$ cat config.mk
export PLATFORM = sky130hd
export DESIGN_NAME = acs_top
export DESIGN_NICKNAME = d
export VERILOG_FILES = /design/src/acs_pkg.sv /design/src/acs_sync.sv /design/src/acs_filt.sv /design/src/acs_top.sv
export VERILOG_INCLUDE_DIRS = /design/src
export SDC_FILE = /design/constraint.sdc
export NUM_CORES = 1
export LEC_CHECK = 0
export BUFFER_PORTS_ARGS = -buffer_cell sky130_fd_sc_hd__clkbuf_2
export CORE_UTILIZATION = 50
export DETAILED_ROUTE_END_ITERATION = 7
export PLACE_DENSITY = 0.8
export SLEW_MARGIN = 40
export SYNTH_ARGS = -nofsm -noshare
export SYNTH_HDL_FRONTEND = slang
export SYNTH_SLANG_ARGS = --single-unit
$ cat constraint.sdc
create_clock -name clk -period 8.21 [get_ports clk]
set_input_delay 2.0525 -clock clk [delete_from_list [all_inputs] [get_ports clk]]
set_output_delay 2.0525 -clock clk [all_outputs]
set_load 0.1 [all_outputs]
$ cat src/acs_defs.svh
`ifndef ACS_DEFS_SVH
`define ACS_DEFS_SVH

// Register offsets (byte addresses on the register port)
`define ACS_CTRL_OFS 8'h00
`define ACS_STATUS_OFS 8'h04
`define ACS_INTERVAL_OFS 8'h08
// Slot tables: index n sits at base + 4*n
`define ACS_REG_TBL_PAGE 2'h1
`define ACS_ALT_TBL_PAGE 2'h2

// Control register fields
`define ACS_F_COUNT 3:0
`define ACS_F_FLEN 5:4
`define ACS_F_BME 6
`define ACS_F_ALTREQ 7
`define ACS_F_MOD 9:8
`define ACS_F_CHOP 11:10
`define ACS_F_DIFF 15:12
`define ACS_F_INCHOP 16

// Reset values
`define ACS_CTRL_RST 32'h0000_0007
`define ACS_INTERVAL_RST 8'h02
`define ACS_SEL_RST 4'h0

// Slot limits and special signal numbers
`define ACS_SLOT_MAX 4'ha
`define ACS_SIG_BATTERY 4'hb

// Chopper modes
`define ACS_CHOP_AUTO 2'h0
`define ACS_CHOP_POS 2'h1
`define ACS_CHOP_REV 2'h2
`define ACS_CHOP_TOGGLE 2'h3

// Filter timing in engine cycles and result widths
`define ACS_MOD_WIDE 2'h1
`define ACS_CYC_N0 10'h08a
`define ACS_CYC_N1 10'h120
`define ACS_CYC_N2 10'h180
`define ACS_CYC_W0 10'h0ba
`define ACS_CYC_W1 10'h180
`define ACS_CYC_W2 10'h24c
`define ACS_RES_N0 5'h12
`define ACS_RES_N1 5'h15
`define ACS_RES_N2 5'h16
`define ACS_RES_W0 5'h13
`define ACS_RES_W1 5'h16
`define ACS_RES_W2 5'h18

// Result alignment inside the RAM word
`define ACS_RESULT_SHIFT 8

`endif

$ cat src/acs_pkg.sv
package acs_pkg;

   // Sequencer states, one-hot
   typedef enum logic [1:0] {
      ACS_ST_SLOT = 2'b01,
      ACS_ST_SYNC = 2'b10
   } acs_state_e;

   // Signal number carried by a slot entry
   typedef logic [3:0] acs_sig_t;

endpackage

$ cat src/acs_sync.sv
`timescale 1ns/100ps

// Three-stage pin synchroniser with a filtered level and rising-edge pulse
module acs_sync (
   // Clock and reset
   input wire logic clk,
   input wire logic rst,
   // Asynchronous pin
   input wire logic pin_in,
   // Synchronous result
   output logic rise
);

   logic s1;
   logic s2;
   logic s3;
   logic level;

   // First stage feeds only the second one
   always_ff @(posedge clk) begin
      if (rst) begin
         s1 <= 1'b0;
         s2 <= 1'b0;
         s3 <= 1'b0;
      end else begin
         s1 <= pin_in;
         s2 <= s1;
         s3 <= s2;
      end
   end

   // A change is accepted only once stages two and three agree
   always_ff @(posedge clk) begin
      if (rst) begin
         level <= 1'b0;
      end else if (s2 == s3) begin
         level <= s3;
      end
   end

   assign rise = s2 & s3 & ~level;

endmodule // acs_sync

$ cat src/acs_filt.sv
`timescale 1ns/100ps
`include "acs_defs.svh"

// Filter length and modulator choice to engine cycles and result width
module acs_filt (
   // Settings
   input wire logic [1:0] flen,
   input wire logic [1:0] mod_sel,
   // Derived figures
   output logic [9:0] cycles,
   output logic [4:0] res_bits
);

   wire wide = (mod_sel == `ACS_MOD_WIDE);

   // Length 3 is not defined, so it behaves as the longest filter
   assign cycles = (flen == 2'h0) ? (wide ? `ACS_CYC_W0 : `ACS_CYC_N0) :
                   (flen == 2'h1) ? (wide ? `ACS_CYC_W1 : `ACS_CYC_N1) :
                   (wide ? `ACS_CYC_W2 : `ACS_CYC_N2);
   assign res_bits = (flen == 2'h0) ? (wide ? `ACS_RES_W0 : `ACS_RES_N0) :
                     (flen == 2'h1) ? (wide ? `ACS_RES_W1 : `ACS_RES_N1) :
                     (wide ? `ACS_RES_W2 : `ACS_RES_N2);

endmodule // acs_filt

$ cat src/acs_top.sv
`timescale 1ns/100ps
`include "acs_defs.svh"

// Contract
// RULE1: one to ten slots, one input each
// RULE2: frame starts at first slot, steps once
// RULE3: regular table unless alternate frame
// RULE4: battery load only while enable bit set
// RULE5: one slow-tick sequencer drives everything
// RULE6: request edge gives one alternate frame
// RULE7: entry n selects signal of slot n
// RULE8: result goes to word at signal number
// RULE9: result right-aligned, shifted left eight
// RULE10: slot starts on tick, 1-3 ticks long
// RULE11: length and modulator set cycles, width
// RULE12: firmware keeps voltages in same slots
// RULE13: each current pair differential or single
// RULE14: chopped pairs swap return side each frame
// RULE15: extra tick after frame, sync high
// RULE16: sync leading edge starts engine pass
// RULE17: modes 01 low, 10 high, 11 toggle
// RULE18: mode 00 toggles, forces alternate last
// RULE19: frames repeat, request pending until used
module acs_top
   import acs_pkg::*;
(
   // Clock and reset
   input wire logic clk,
   input wire logic rst,
   // Register port
   input wire logic [7:0] reg_addr,
   input wire logic [31:0] reg_wdata,
   input wire logic reg_wr,
   input wire logic reg_rd,
   output logic [31:0] reg_rdata,
   // Slow tick pin
   input wire logic slow_tick_clock,
   // Converter and input multiplexer
   output logic [3:0] mux_select,
   output logic conv_start,
   input wire logic conv_done,
   input wire logic [23:0] conv_data,
   output logic [1:0] filter_length,
   output logic [9:0] fir_cycles,
   output logic [4:0] fir_resolution,
   output logic battery_load_en,
   output logic [3:0] pair_differential,
   output logic [3:0] pair_return_swap,
   output logic reference_swap,
   // Shared RAM and compute engine
   output logic frame_sync,
   output logic ce_start,
   output logic ram_we,
   output logic [7:0] ram_addr,
   output logic [31:0] ram_wdata
);

   // Clamp the programmed slot count into the legal range
   function automatic logic [3:0] slot_total(input logic [3:0] f);
      if (f == 4'h0) begin
         slot_total = 4'h1;
      end else if (f > `ACS_SLOT_MAX) begin
         slot_total = `ACS_SLOT_MAX;
      end else begin
         slot_total = f;
      end
   endfunction

   // Software-visible state
   logic [31:0] ctrl;
   logic [7:0] interval;
   acs_sig_t reg_tbl [10];
   acs_sig_t alt_tbl [10];

   // Sequencer state
   acs_state_e state;
   logic [3:0] slot_idx;
   logic [1:0] tick_cnt;
   logic alt_frame;
   logic pending;
   logic [7:0] frame_cnt;
   logic diff_swap;

   // Slow tick edge, taken through the pin synchroniser
   wire tick;

   acs_sync u_sync (
      .clk(clk),
      .rst(rst),
      .pin_in(slow_tick_clock),
      .rise(tick)
   );

   // Filter figures for the current settings
   wire [9:0] filt_cycles;
   wire [4:0] filt_res;

   acs_filt u_filt (
      .flen(ctrl[`ACS_F_FLEN]),
      .mod_sel(ctrl[`ACS_F_MOD]),
      .cycles(filt_cycles),
      .res_bits(filt_res)
   );

   // Control field decode
   wire [1:0] flen_raw = ctrl[`ACS_F_FLEN];
   wire [1:0] flen_eff = (flen_raw == 2'h3) ? 2'h2 : flen_raw;
   wire [3:0] last_slot = slot_total(ctrl[`ACS_F_COUNT]) - 4'h1; // RULE1
   wire [1:0] chop = ctrl[`ACS_F_CHOP];
   wire battery_measure_enable = ctrl[`ACS_F_BME];
   wire in_slot = (state == ACS_ST_SLOT);
   wire in_sync = (state == ACS_ST_SYNC);

   // Slot and frame boundaries, all paced by the slow tick
   // Compare by magnitude so a length lowered mid-slot ends the slot at the next tick, and a lowered count ends the frame with the current slot
   wire slot_end = in_slot & tick & (tick_cnt >= flen_eff); // RULE10
   wire frame_end = slot_end & (slot_idx >= last_slot); // RULE15
   wire frame_start = in_sync & tick; // RULE5
   wire slot_next = slot_end & ~frame_end; // RULE2
   wire start_now = frame_start | slot_next;
   wire [3:0] start_idx = frame_start ? 4'h0 : slot_idx + 4'h1; // RULE2

   // Accumulation interval position; a zero interval acts as one frame
   wire [7:0] int_last = (interval == 8'h00) ? 8'h00 : interval - 8'h01;
   wire [7:0] next_fidx = (frame_cnt >= int_last) ? 8'h00 : frame_cnt + 8'h01;
   wire forced_next = (chop == `ACS_CHOP_AUTO) & (next_fidx == int_last); // RULE18
   wire take_alt = pending | forced_next; // RULE19

   // Table lookup for the slot about to start
   wire next_alt = frame_start ? take_alt : alt_frame;
   wire [3:0] sel_reg = reg_tbl[start_idx]; // RULE7
   wire [3:0] sel_alt = alt_tbl[start_idx]; // RULE7
   wire [3:0] start_sel = next_alt ? sel_alt : sel_reg; // RULE3

   // Reference swap value loaded as the sync cycle begins
   wire swap_toggle = ~reference_swap;
   wire swap_auto = forced_next ? reference_swap : swap_toggle; // RULE18
   wire next_swap = (chop == `ACS_CHOP_POS) ? 1'b0 : // RULE17
                    (chop == `ACS_CHOP_REV) ? 1'b1 : // RULE17
                    (chop == `ACS_CHOP_TOGGLE) ? swap_toggle : swap_auto; // RULE17

   // Register port decode
   wire [3:0] tbl_idx = reg_addr[5:2];
   wire tbl_ok = (tbl_idx < `ACS_SLOT_MAX) & (reg_addr[1:0] == 2'h0);
   wire hit_reg_tbl = (reg_addr[7:6] == `ACS_REG_TBL_PAGE) & tbl_ok;
   wire hit_alt_tbl = (reg_addr[7:6] == `ACS_ALT_TBL_PAGE) & tbl_ok;
   wire hit_ctrl = (reg_addr == `ACS_CTRL_OFS);
   wire hit_status = (reg_addr == `ACS_STATUS_OFS);
   wire hit_interval = (reg_addr == `ACS_INTERVAL_OFS);
   wire ctrl_wr = reg_wr & hit_ctrl;

   // Only a low-to-high change of the request bit counts
   wire alt_edge = ctrl_wr & reg_wdata[`ACS_F_ALTREQ] & ~ctrl[`ACS_F_ALTREQ]; // RULE6

   // Read data selection; unmapped addresses read zero
   wire [31:0] status_word = {16'h0000, frame_cnt, reference_swap, pending, alt_frame, in_sync, slot_idx};
   wire [31:0] rd_val = hit_ctrl ? ctrl :
                        hit_status ? status_word :
                        hit_interval ? {24'h000000, interval} :
                        hit_reg_tbl ? {28'h0000000, reg_tbl[tbl_idx]} :
                        hit_alt_tbl ? {28'h0000000, alt_tbl[tbl_idx]} : 32'h0000_0000;

   // Result alignment: keep the valid low bits, then move up eight places
   wire [23:0] res_mask = ~(24'hff_ffff << filt_res);
   wire [23:0] result = conv_data & res_mask; // RULE9
   wire battery_blocked = (mux_select == `ACS_SIG_BATTERY) & ~battery_load_en; // RULE4

   // Control and configuration registers
   always_ff @(posedge clk) begin
      if (rst) begin
         ctrl <= `ACS_CTRL_RST;
         interval <= `ACS_INTERVAL_RST;
      end else begin
         if (ctrl_wr) begin
            ctrl <= reg_wdata;
         end
         if (reg_wr & hit_interval) begin
            interval <= reg_wdata[7:0];
         end
      end
   end

   // Slot tables, written one entry per access
   always_ff @(posedge clk) begin
      if (rst) begin
         for (int i = 0; i < 10; i++) begin
            reg_tbl[i] <= `ACS_SEL_RST;
            alt_tbl[i] <= `ACS_SEL_RST;
         end
      end else if (reg_wr) begin
         if (hit_reg_tbl) begin
            reg_tbl[tbl_idx] <= reg_wdata[3:0];
         end
         if (hit_alt_tbl) begin
            alt_tbl[tbl_idx] <= reg_wdata[3:0];
         end
      end
   end

   // Read data stands in the cycle after the strobe only
   always_ff @(posedge clk) begin
      if (rst) begin
         reg_rdata <= 32'h0000_0000;
      end else begin
         reg_rdata <= reg_rd ? rd_val : 32'h0000_0000;
      end
   end

   // Pending request: a new edge wins over consumption in the same cycle
   always_ff @(posedge clk) begin
      if (rst) begin
         pending <= 1'b0;
      end else if (alt_edge) begin
         pending <= 1'b1; // RULE6
      end else if (frame_start & take_alt) begin
         pending <= 1'b0; // RULE19
      end
   end

   // Frame state: slots back to back, then one sync tick
   always_ff @(posedge clk) begin
      if (rst) begin
         state <= ACS_ST_SYNC;
         frame_sync <= 1'b0;
         alt_frame <= 1'b0;
         frame_cnt <= 8'h00;
      end else if (frame_start) begin
         state <= ACS_ST_SLOT; // RULE19
         frame_sync <= 1'b0;
         alt_frame <= take_alt; // RULE6
         frame_cnt <= next_fidx;
      end else if (frame_end) begin
         state <= ACS_ST_SYNC;
         frame_sync <= 1'b1; // RULE15
      end
   end

   // Slot position and tick count within the slot
   always_ff @(posedge clk) begin
      if (rst) begin
         slot_idx <= 4'h0;
         tick_cnt <= 2'h0;
         mux_select <= 4'h0;
      end else if (start_now) begin
         slot_idx <= start_idx;
         tick_cnt <= 2'h0;
         mux_select <= start_sel; // RULE1
      end else if (in_slot & tick) begin
         tick_cnt <= tick_cnt + 2'h1; // RULE10
      end
   end

   // Reference and input chopping change only as the sync tick begins
   always_ff @(posedge clk) begin
      if (rst) begin
         reference_swap <= 1'b0;
         diff_swap <= 1'b0;
      end else if (frame_end) begin
         reference_swap <= next_swap; // RULE15
         diff_swap <= ~diff_swap; // RULE14
      end
   end

   // Launch pulses: converter per slot, engine on sync leading edge
   always_ff @(posedge clk) begin
      if (rst) begin
         conv_start <= 1'b0;
         ce_start <= 1'b0;
      end else begin
         conv_start <= start_now; // RULE5
         ce_start <= frame_end; // RULE16
      end
   end

   // Result write; the multiplexer choice still names the slot's signal
   always_ff @(posedge clk) begin
      if (rst) begin
         ram_we <= 1'b0;
         ram_addr <= 8'h00;
         ram_wdata <= 32'h0000_0000;
      end else begin
         ram_we <= conv_done & ~battery_blocked; // RULE4
         ram_addr <= {4'h0, mux_select}; // RULE8
         ram_wdata <= {result, 8'h00}; // RULE9
      end
   end

   // Settings and the per-frame pair return swap mirrored to the analog side
   always_ff @(posedge clk) begin
      if (rst) begin
         filter_length <= 2'h0;
         fir_cycles <= 10'h000;
         fir_resolution <= 5'h00;
         battery_load_en <= 1'b0;
         pair_differential <= 4'h0;
         pair_return_swap <= 4'h0;
      end else begin
         filter_length <= flen_eff; // RULE10
         fir_cycles <= filt_cycles; // RULE11
         fir_resolution <= filt_res; // RULE11
         battery_load_en <= battery_measure_enable; // RULE4
         pair_differential <= ctrl[`ACS_F_DIFF]; // RULE13
         pair_return_swap <= ctrl[`ACS_F_DIFF] & {4{ctrl[`ACS_F_INCHOP] & diff_swap}}; // RULE14
      end
   end

endmodule // acs_top

* Word-level counts from Yosys, hierarchy flattened *
Memories as Yosys holds them, arrays and structs flattened.
Cells that the tools add are included.

operators by class
  $add $sub $neg = 5
  $lt $le $gt $ge = 5
  equality and inequality tests = 16
  shift-type cells = 1
  multiplexer cells = 47
  bitwise operators = 32
  reduce and logical (&&, ||, !) cells = 14

operators with widths
  kind                     count
  $mux W4                  11
  $mux W32                 1
  $mux W8                  4
  $mux W10                 3
  $and A24 B24 Y24         1
  $not A24 Y24             1
  $shl A24 B5 Y24 const A  1
  $mux W1                  20
  $and A1 B1 Y1            19
  $logic_not A8 Y1         2
  $mux W16                 1
  $eq A2 B1 Y1 const B     5
  $eq A2 B2 Y1 const B     5
  $mux W5                  2
  $add A8 B1 Y8 const B    1
  $eq A8 B3 Y1 const B     1
  $eq A8 B4 Y1 const B     1
  $eq A8 B8 Y1             1
  $ge A8 B8 Y1             1
  $mux W2                  4
  $not A1 Y1               8
  $reduce_or A4 Y1         2
  $sub A8 B1 Y8 const B    1
  $logic_not A2 Y1         3
  other kinds (17)         21

storage, ports and cells
  flip-flop bits (word level) = 170
  memory bits (writable) = 80
  logic and storage cells = 152
  memories kept = 2

memory list
  name     depth  bits a word  rd ports  clocked after Yosys merged registers in  write ports  RTL line       RTL
  alt_tbl  10     4            2         0                                        10           acs_top.sv:73  acs_sig_t alt_tbl [10];
  reg_tbl  10     4            2         0                                        10           acs_top.sv:72  acs_sig_t reg_tbl [10];

* Depth between registers and ports, before layout *
  depth in word-level cells = 10
  mapped depth = 17

* Modules after synthesis *
Synthesis repeated with hierarchy kept, for this count alone.

unflattened totals
  cell total of the unflattened synthesis = 1,167
  area total of the unflattened synthesis = 13,191.4 um^2

by module, submodules not included
  module    times used  cells an instance  area an instance (um^2)
  acs_top   1           1,135              12,907.4
  acs_filt  1           21                 152.6
  acs_sync  1           11                 131.4

* Worst setup path after synthesis *
OpenSTA, ideal clock, no wires.

  kind = input -> register
  from = input reg_addr[2]
  to = register reg_rdata[0]
  library setup time = 0.120 ns
  arrival time = 4.051 ns
  required time = 8.090 ns
  slack = 4.039 ns
  stages = 6
  path through = clkbuf_1 > buf_2 > mux4_2 > mux4_2 > a22oi_1 > a21oi_1

between the ends
  word-level cells in the longest chain between the ends = 8
  elaborated cells between the ends (all ways) = 14

ends and longest elaborated chain
  element                        RTL line        RTL
  start: declaration             acs_top.sv:31   input wire logic [7:0] reg_addr,
  $lt A4 B4 Y1 (no source line)  n/a
  $and A1 B1 Y1                  acs_top.sv:144  wire tbl_ok = (tbl_idx < `ACS_SLOT_MAX) & (reg_addr[1:0] == 2'h0);
  $and A1 B1 Y1                  acs_top.sv:146  wire hit_alt_tbl = (reg_addr[7:6] == `ACS_ALT_TBL_PAGE) & tbl_ok;
  $mux W4                        acs_top.sv:161  hit_alt_tbl ? {28'h0000000, alt_tbl[tbl_idx]} : 32'h0000_0000;
  $mux W4                        acs_top.sv:160  hit_reg_tbl ? {28'h0000000, reg_tbl[tbl_idx]} :
  $mux W8                        acs_top.sv:159  hit_interval ? {24'h000000, interval} :
  $mux W16                       acs_top.sv:158  hit_status ? status_word :
  $mux W32 (*)                   acs_top.sv:157  wire [31:0] rd_val = hit_ctrl ? ctrl :
  end signal: assignment         acs_top.sv:205  reg_rdata <= reg_rd ? rd_val : 32'h0000_0000;
  end: declaration               acs_top.sv:35   output logic [31:0] reg_rdata,

Every way passes the cells marked *; elsewhere a longest branch is shown, timed or not.
A chain may end at the register's enable or synchronous reset.

* Worst setup path after layout *
  from = register interval[0]
  to = register mux_select[3]

between the ends
  word-level cells in the longest chain between the ends = 9
  elaborated cells between the ends (all ways) = 10

ends and longest elaborated chain
  element                                                   RTL line        RTL
  start: declaration                                        acs_top.sv:71   logic [7:0] interval;
  start signal: assignment                                  acs_top.sv:172  interval <= `ACS_INTERVAL_RST;
  start signal: assignment                                  acs_top.sv:178  interval <= reg_wdata[7:0];
  $sub A8 B1 Y8 / $logic_not A8 Y1 (equally long branches)  acs_top.sv:124  wire [7:0] int_last = (interval == 8'h00) ? 8'h00 : interval - 8'h01;
  $mux W8 (*)                                               acs_top.sv:124
  $ge A8 B8 Y1                                              acs_top.sv:125  wire [7:0] next_fidx = (frame_cnt >= int_last) ? 8'h00 : frame_cnt + 8'h01;
  $mux W8                                                   acs_top.sv:125
  $eq A8 B8 Y1 (*)                                          acs_top.sv:126  wire forced_next = (chop == `ACS_CHOP_AUTO) & (next_fidx == int_last);
  $and A1 B1 Y1 (*)                                         acs_top.sv:126
  $or A1 B1 Y1 (*)                                          acs_top.sv:127  wire take_alt = pending | forced_next;
  $mux W1 (*)                                               n/a
  $mux W4 (*)                                               acs_top.sv:133  wire [3:0] start_sel = next_alt ? sel_alt : sel_reg;
  end signal: assignment                                    acs_top.sv:247  mux_select <= start_sel;
  end: declaration                                          acs_top.sv:39   output logic [3:0] mux_select,

Marked as above.

==> impl_metrics.tcl <==
set metrics [dict create \
    status "finished clean" \
    via_per_inst 5.79 \
    drt_pass1_iterations 8 \
    critical-path-max-stage-delay_ps 510 \
    cp-start-kind "flip-flop" \
    ir_drop_v 0.000178 \
    htree_levels 1 \
    synthToLayoutAreaGrowth_pct 17.5 \
    wl_um 32200 \
    crit_fanout 14 \
    grt_pass1_vias 9454 \
    p_leak_nw 6.09 \
    hpwl_um 22300 \
    synth-edff-count 128 \
    clk_latency_ps 560 \
    min_to "reg_rdata[22]$_SDFF_PP0_" \
    hold_start "ctrl[22]$_SDFFE_PP0P_" \
    grt.overflow.total 0 \
    port_buffers 163 \
    crit_slowest_cell "nor2_2" \
    post-cts-setup-buffer-count 0 \
    cp.arrival_ps 4990 \
    finalWorstSetupSlack_ps 3680 \
    drv_cap 0 \
    critPathKind "flip-flop to flip-flop" \
    min_path_type "flip-flop to flip-flop" \
    synth_seq_cells 282 \
    cts_hold_buf 0 \
    routedWlPerCell_um 18.7 \
    finalSetupTns_ps 0 \
    yosysWarnings 0 \
    cts_made_buffers 29 \
    gp_congestion 0.982 \
    rrSetupSlack_ps 3680 \
    reg2reg_from "interval[0]$_SDFFE_PP0P_" \
    vias 9940 \
    syn_area_mm2 0.0129 \
    cts-resized-gates 0 \
    grtUsageTotal 0.243 \
    worstMarginPinSlew_ps 854 \
    fin_util 0.600 \
    ys.flop_type "dfxtp_1" \
    period_minus_slack_ps 4530 \
    setup_viol 0 \
    die_h_um 163 \
    async_flop_share 0 \
    io_pins 177 \
    clock_skew_ps 31.5 \
    cp.required_ps 8670 \
    maxSlewHeadroom 0.429 \
    clkTransAtPathRegs_ps 70 \
    fill_cells 2050 \
    powerDensity_mw_per_mm2 210 \
    rsz0062_at_grt "no" \
    yosysSeqAreaShare 0.537 \
    slew_violations 0 \
    cts-root-buf "clkbuf_16" \
    die_area_mm2 0.0264 \
    end_kind "flip-flop" \
    min_path_cells 1 \
    finish.net_count 1456 \
    hold_viol_final 0 \
    grt_pass1_wl_um 50100 \
    place_ws_ps 3160 \
    antenna_found_initial 0 \
    fp.dieW_um 163 \
    syn_avg_cell_area_um2 10.8 \
    rr_endpoint "mux_select[3]$_SDFFE_PP0P_" \
    power_mw 3.18 \
    ant_nets 0 \
    synthCells 1189 \
    fmax_mhz 221 \
    remaining_drc_errors 0 \
    rows 58 \
    cts.sinks 282 \
    drive_above_1_share 0.208 \
    cts_tree "yes" \
    synth_cell_type_count 66 \
    period_share 0.552 \
    core_area_mm2 0.0253 \
    initial_core_util 0.511 \
    clockBufferDepth 3 \
    grt_max_degree 84 \
    rr_worst_depth 16 \
    drt-initial-drc-count 1198 \
    cp_cell_sequence "inv_1 > ha_1 > or4b_4 > and2b_1 > nor2_1 > inv_1 > ha_1 > and3_1 > o21ai_0 > a31oi_1 > nor2_2 > nand4_1 > a32oi_1 > a21oi_1 > mux2i_1 > a2111oi_2" \
]
-- routing by layer --
layer  GRT usage  wire (um)  vias up
met4      0.0947       1050        0
met5           0          0        -
met1       0.310      12500     4798
met2       0.409      15800      505
li1            -          -     4558
met3      0.0433       2810       79
-- logic make-up (layout without fill, tap and decap cells) --
| kind of cell | count (synthesis) | count (layout) | synth area share |
|---|---|---|---|
| DFF | 282 | 282 | 0.537 |
| other | 1 | 62 | 0.000291 |
| xor gates and xnor gates | 18 | 18 | 0.0122 |
| adders and majority gates | 22 | 22 | 0.0213 |
| muxes | 75 | 75 | 0.0999 |
| and+or+nand+nor | 471 | 471 | 0.185 |
| AOI/OAI and AO/OA | 205 | 205 | 0.105 |
| buffers and inverters | 115 | 253 | 0.0391 |
-- flip-flops by register name, summed over array words and instances (netlist names), 6 cells and up, named ones only --
signal and flops:
ctrl 32, fir_cycles 6, reg_rdata 32, reg_tbl 64
ram_wdata 24, frame_cnt 8, alt_tbl 64, interval 8
-- metrics by stage --
step,cell area (um2),std cells,hold WS [ps]
final,15100,1718,432
after global routing,15100,1717,453
after CTS,15100,1716,445
after detailed placement,14100,1662,443
after global placement,14100,1662,432
after floorplan,13100,1249,414
-- worst max-delay path: cells and delay by family, from the launching register on --
kind            cells  cell delay (ps)
simple gates        6             1890
compound gates      5             1320
fa+ha+maj           2              460
flops               1              380
buf+inv             2              200
mux                 1              180
-- where the power goes --
part	switching (mW)	leakage, nW	internal, mW
sequential	0.0260	2.46	1.51
clock	0.548	0.514	0.863
combinational	0.162	3.11	0.0731
-- Yosys cell counts (all sizes together), types with 4 or more instances --
master,instances,area [um2]
nand4,6,37.5
nand2,147,552
dfxtp,154,3080
o22ai,19,119
o211ai,4,30.0
o31ai,9,67.6
o221ai,11,96.3
nand2b,10,62.6
edfxtp,128,3840
a22o,11,96.3
nor2,68,258
clkbuf,62,233
nor3,22,110
or2,4,25.0
a21oi,68,352
mux4,43,968
and2,108,676
xor2,6,52.6
nor2b,38,238
nand3,32,160
a211oi,18,140
xnor2,12,105
buf,32,193
inv,20,75.1
ha,22,275
a31oi,8,50.1
mux2i,32,320
o21ai,30,150
and3,18,113
-- layout make-up --
cell class / instances / area, um2 / share of cell area
Multi-Input combinational cell: 852 / 5730 / 0.378
Sequential cell: 282 / 6930 / 0.457
Antenna cell: 1 / 2.50 / 0.000165
Clock inverter: 19 / 235 / 0.0155
Tap cell: 330 / 413 / 0.0273
Timing Repair Buffer: 178 / 955 / 0.0630
Clock buffer: 35 / 811 / 0.0535
Inverter: 21 / 78.8 / 0.00520
-- worst max path at each step --
| stage | endpoint | cells after the start | from | slack (ps) |
|---|---|---|---|---|
| 2_1_floorplan | reg_rdata[0]$_SDFF_PP0_ | 6 | reg_addr[2] | 4040 |
| 3_3_place_gp | alt_tbl[1][1]$_SDFFCE_PN0P_ | 8 | reg_addr[3] | 3240 |
| 3_5_place_dp | alt_tbl[2][2]$_SDFFCE_PN0P_ | 8 | reg_addr[3] | 3160 |
| 4_1_cts | mux_select[3]$_SDFFE_PP0P_ | 16 | interval[0]$_SDFFE_PP0P_ | 3580 |
| 5_1_grt | mux_select[3]$_SDFFE_PP0P_ | 16 | interval[0]$_SDFFE_PP0P_ | 3350 |
| 6_report | mux_select[3]$_SDFFE_PP0P_ | 16 | interval[0]$_SDFFE_PP0P_ | 3680 |
-- layout by cell type, fill, tap and decap left out, types with 8 or more instances in the layout --
master / n
edfxtp_1: 128
conb_1: 61
o22ai_1: 19
nor2_1: 65
nand2b_1: 10
a31oi_1: 8
clkbuf_2: 162
a211oi_1: 17
inv_1: 20
and3_1: 18
xnor2_1: 12
nand2_1: 147
o221ai_1: 11
and2_1: 108
dfxtp_1: 154
ha_1: 22
a22o_1: 11
mux4_2: 43
nor3_1: 22
mux2i_1: 32
o21ai_0: 30
nand3_1: 32
a21oi_1: 67
buf_4: 14
clkbuf_16: 31
nor2b_1: 38
o31ai_1: 9
No activity file was read; power rests on OpenSTA's default activity.
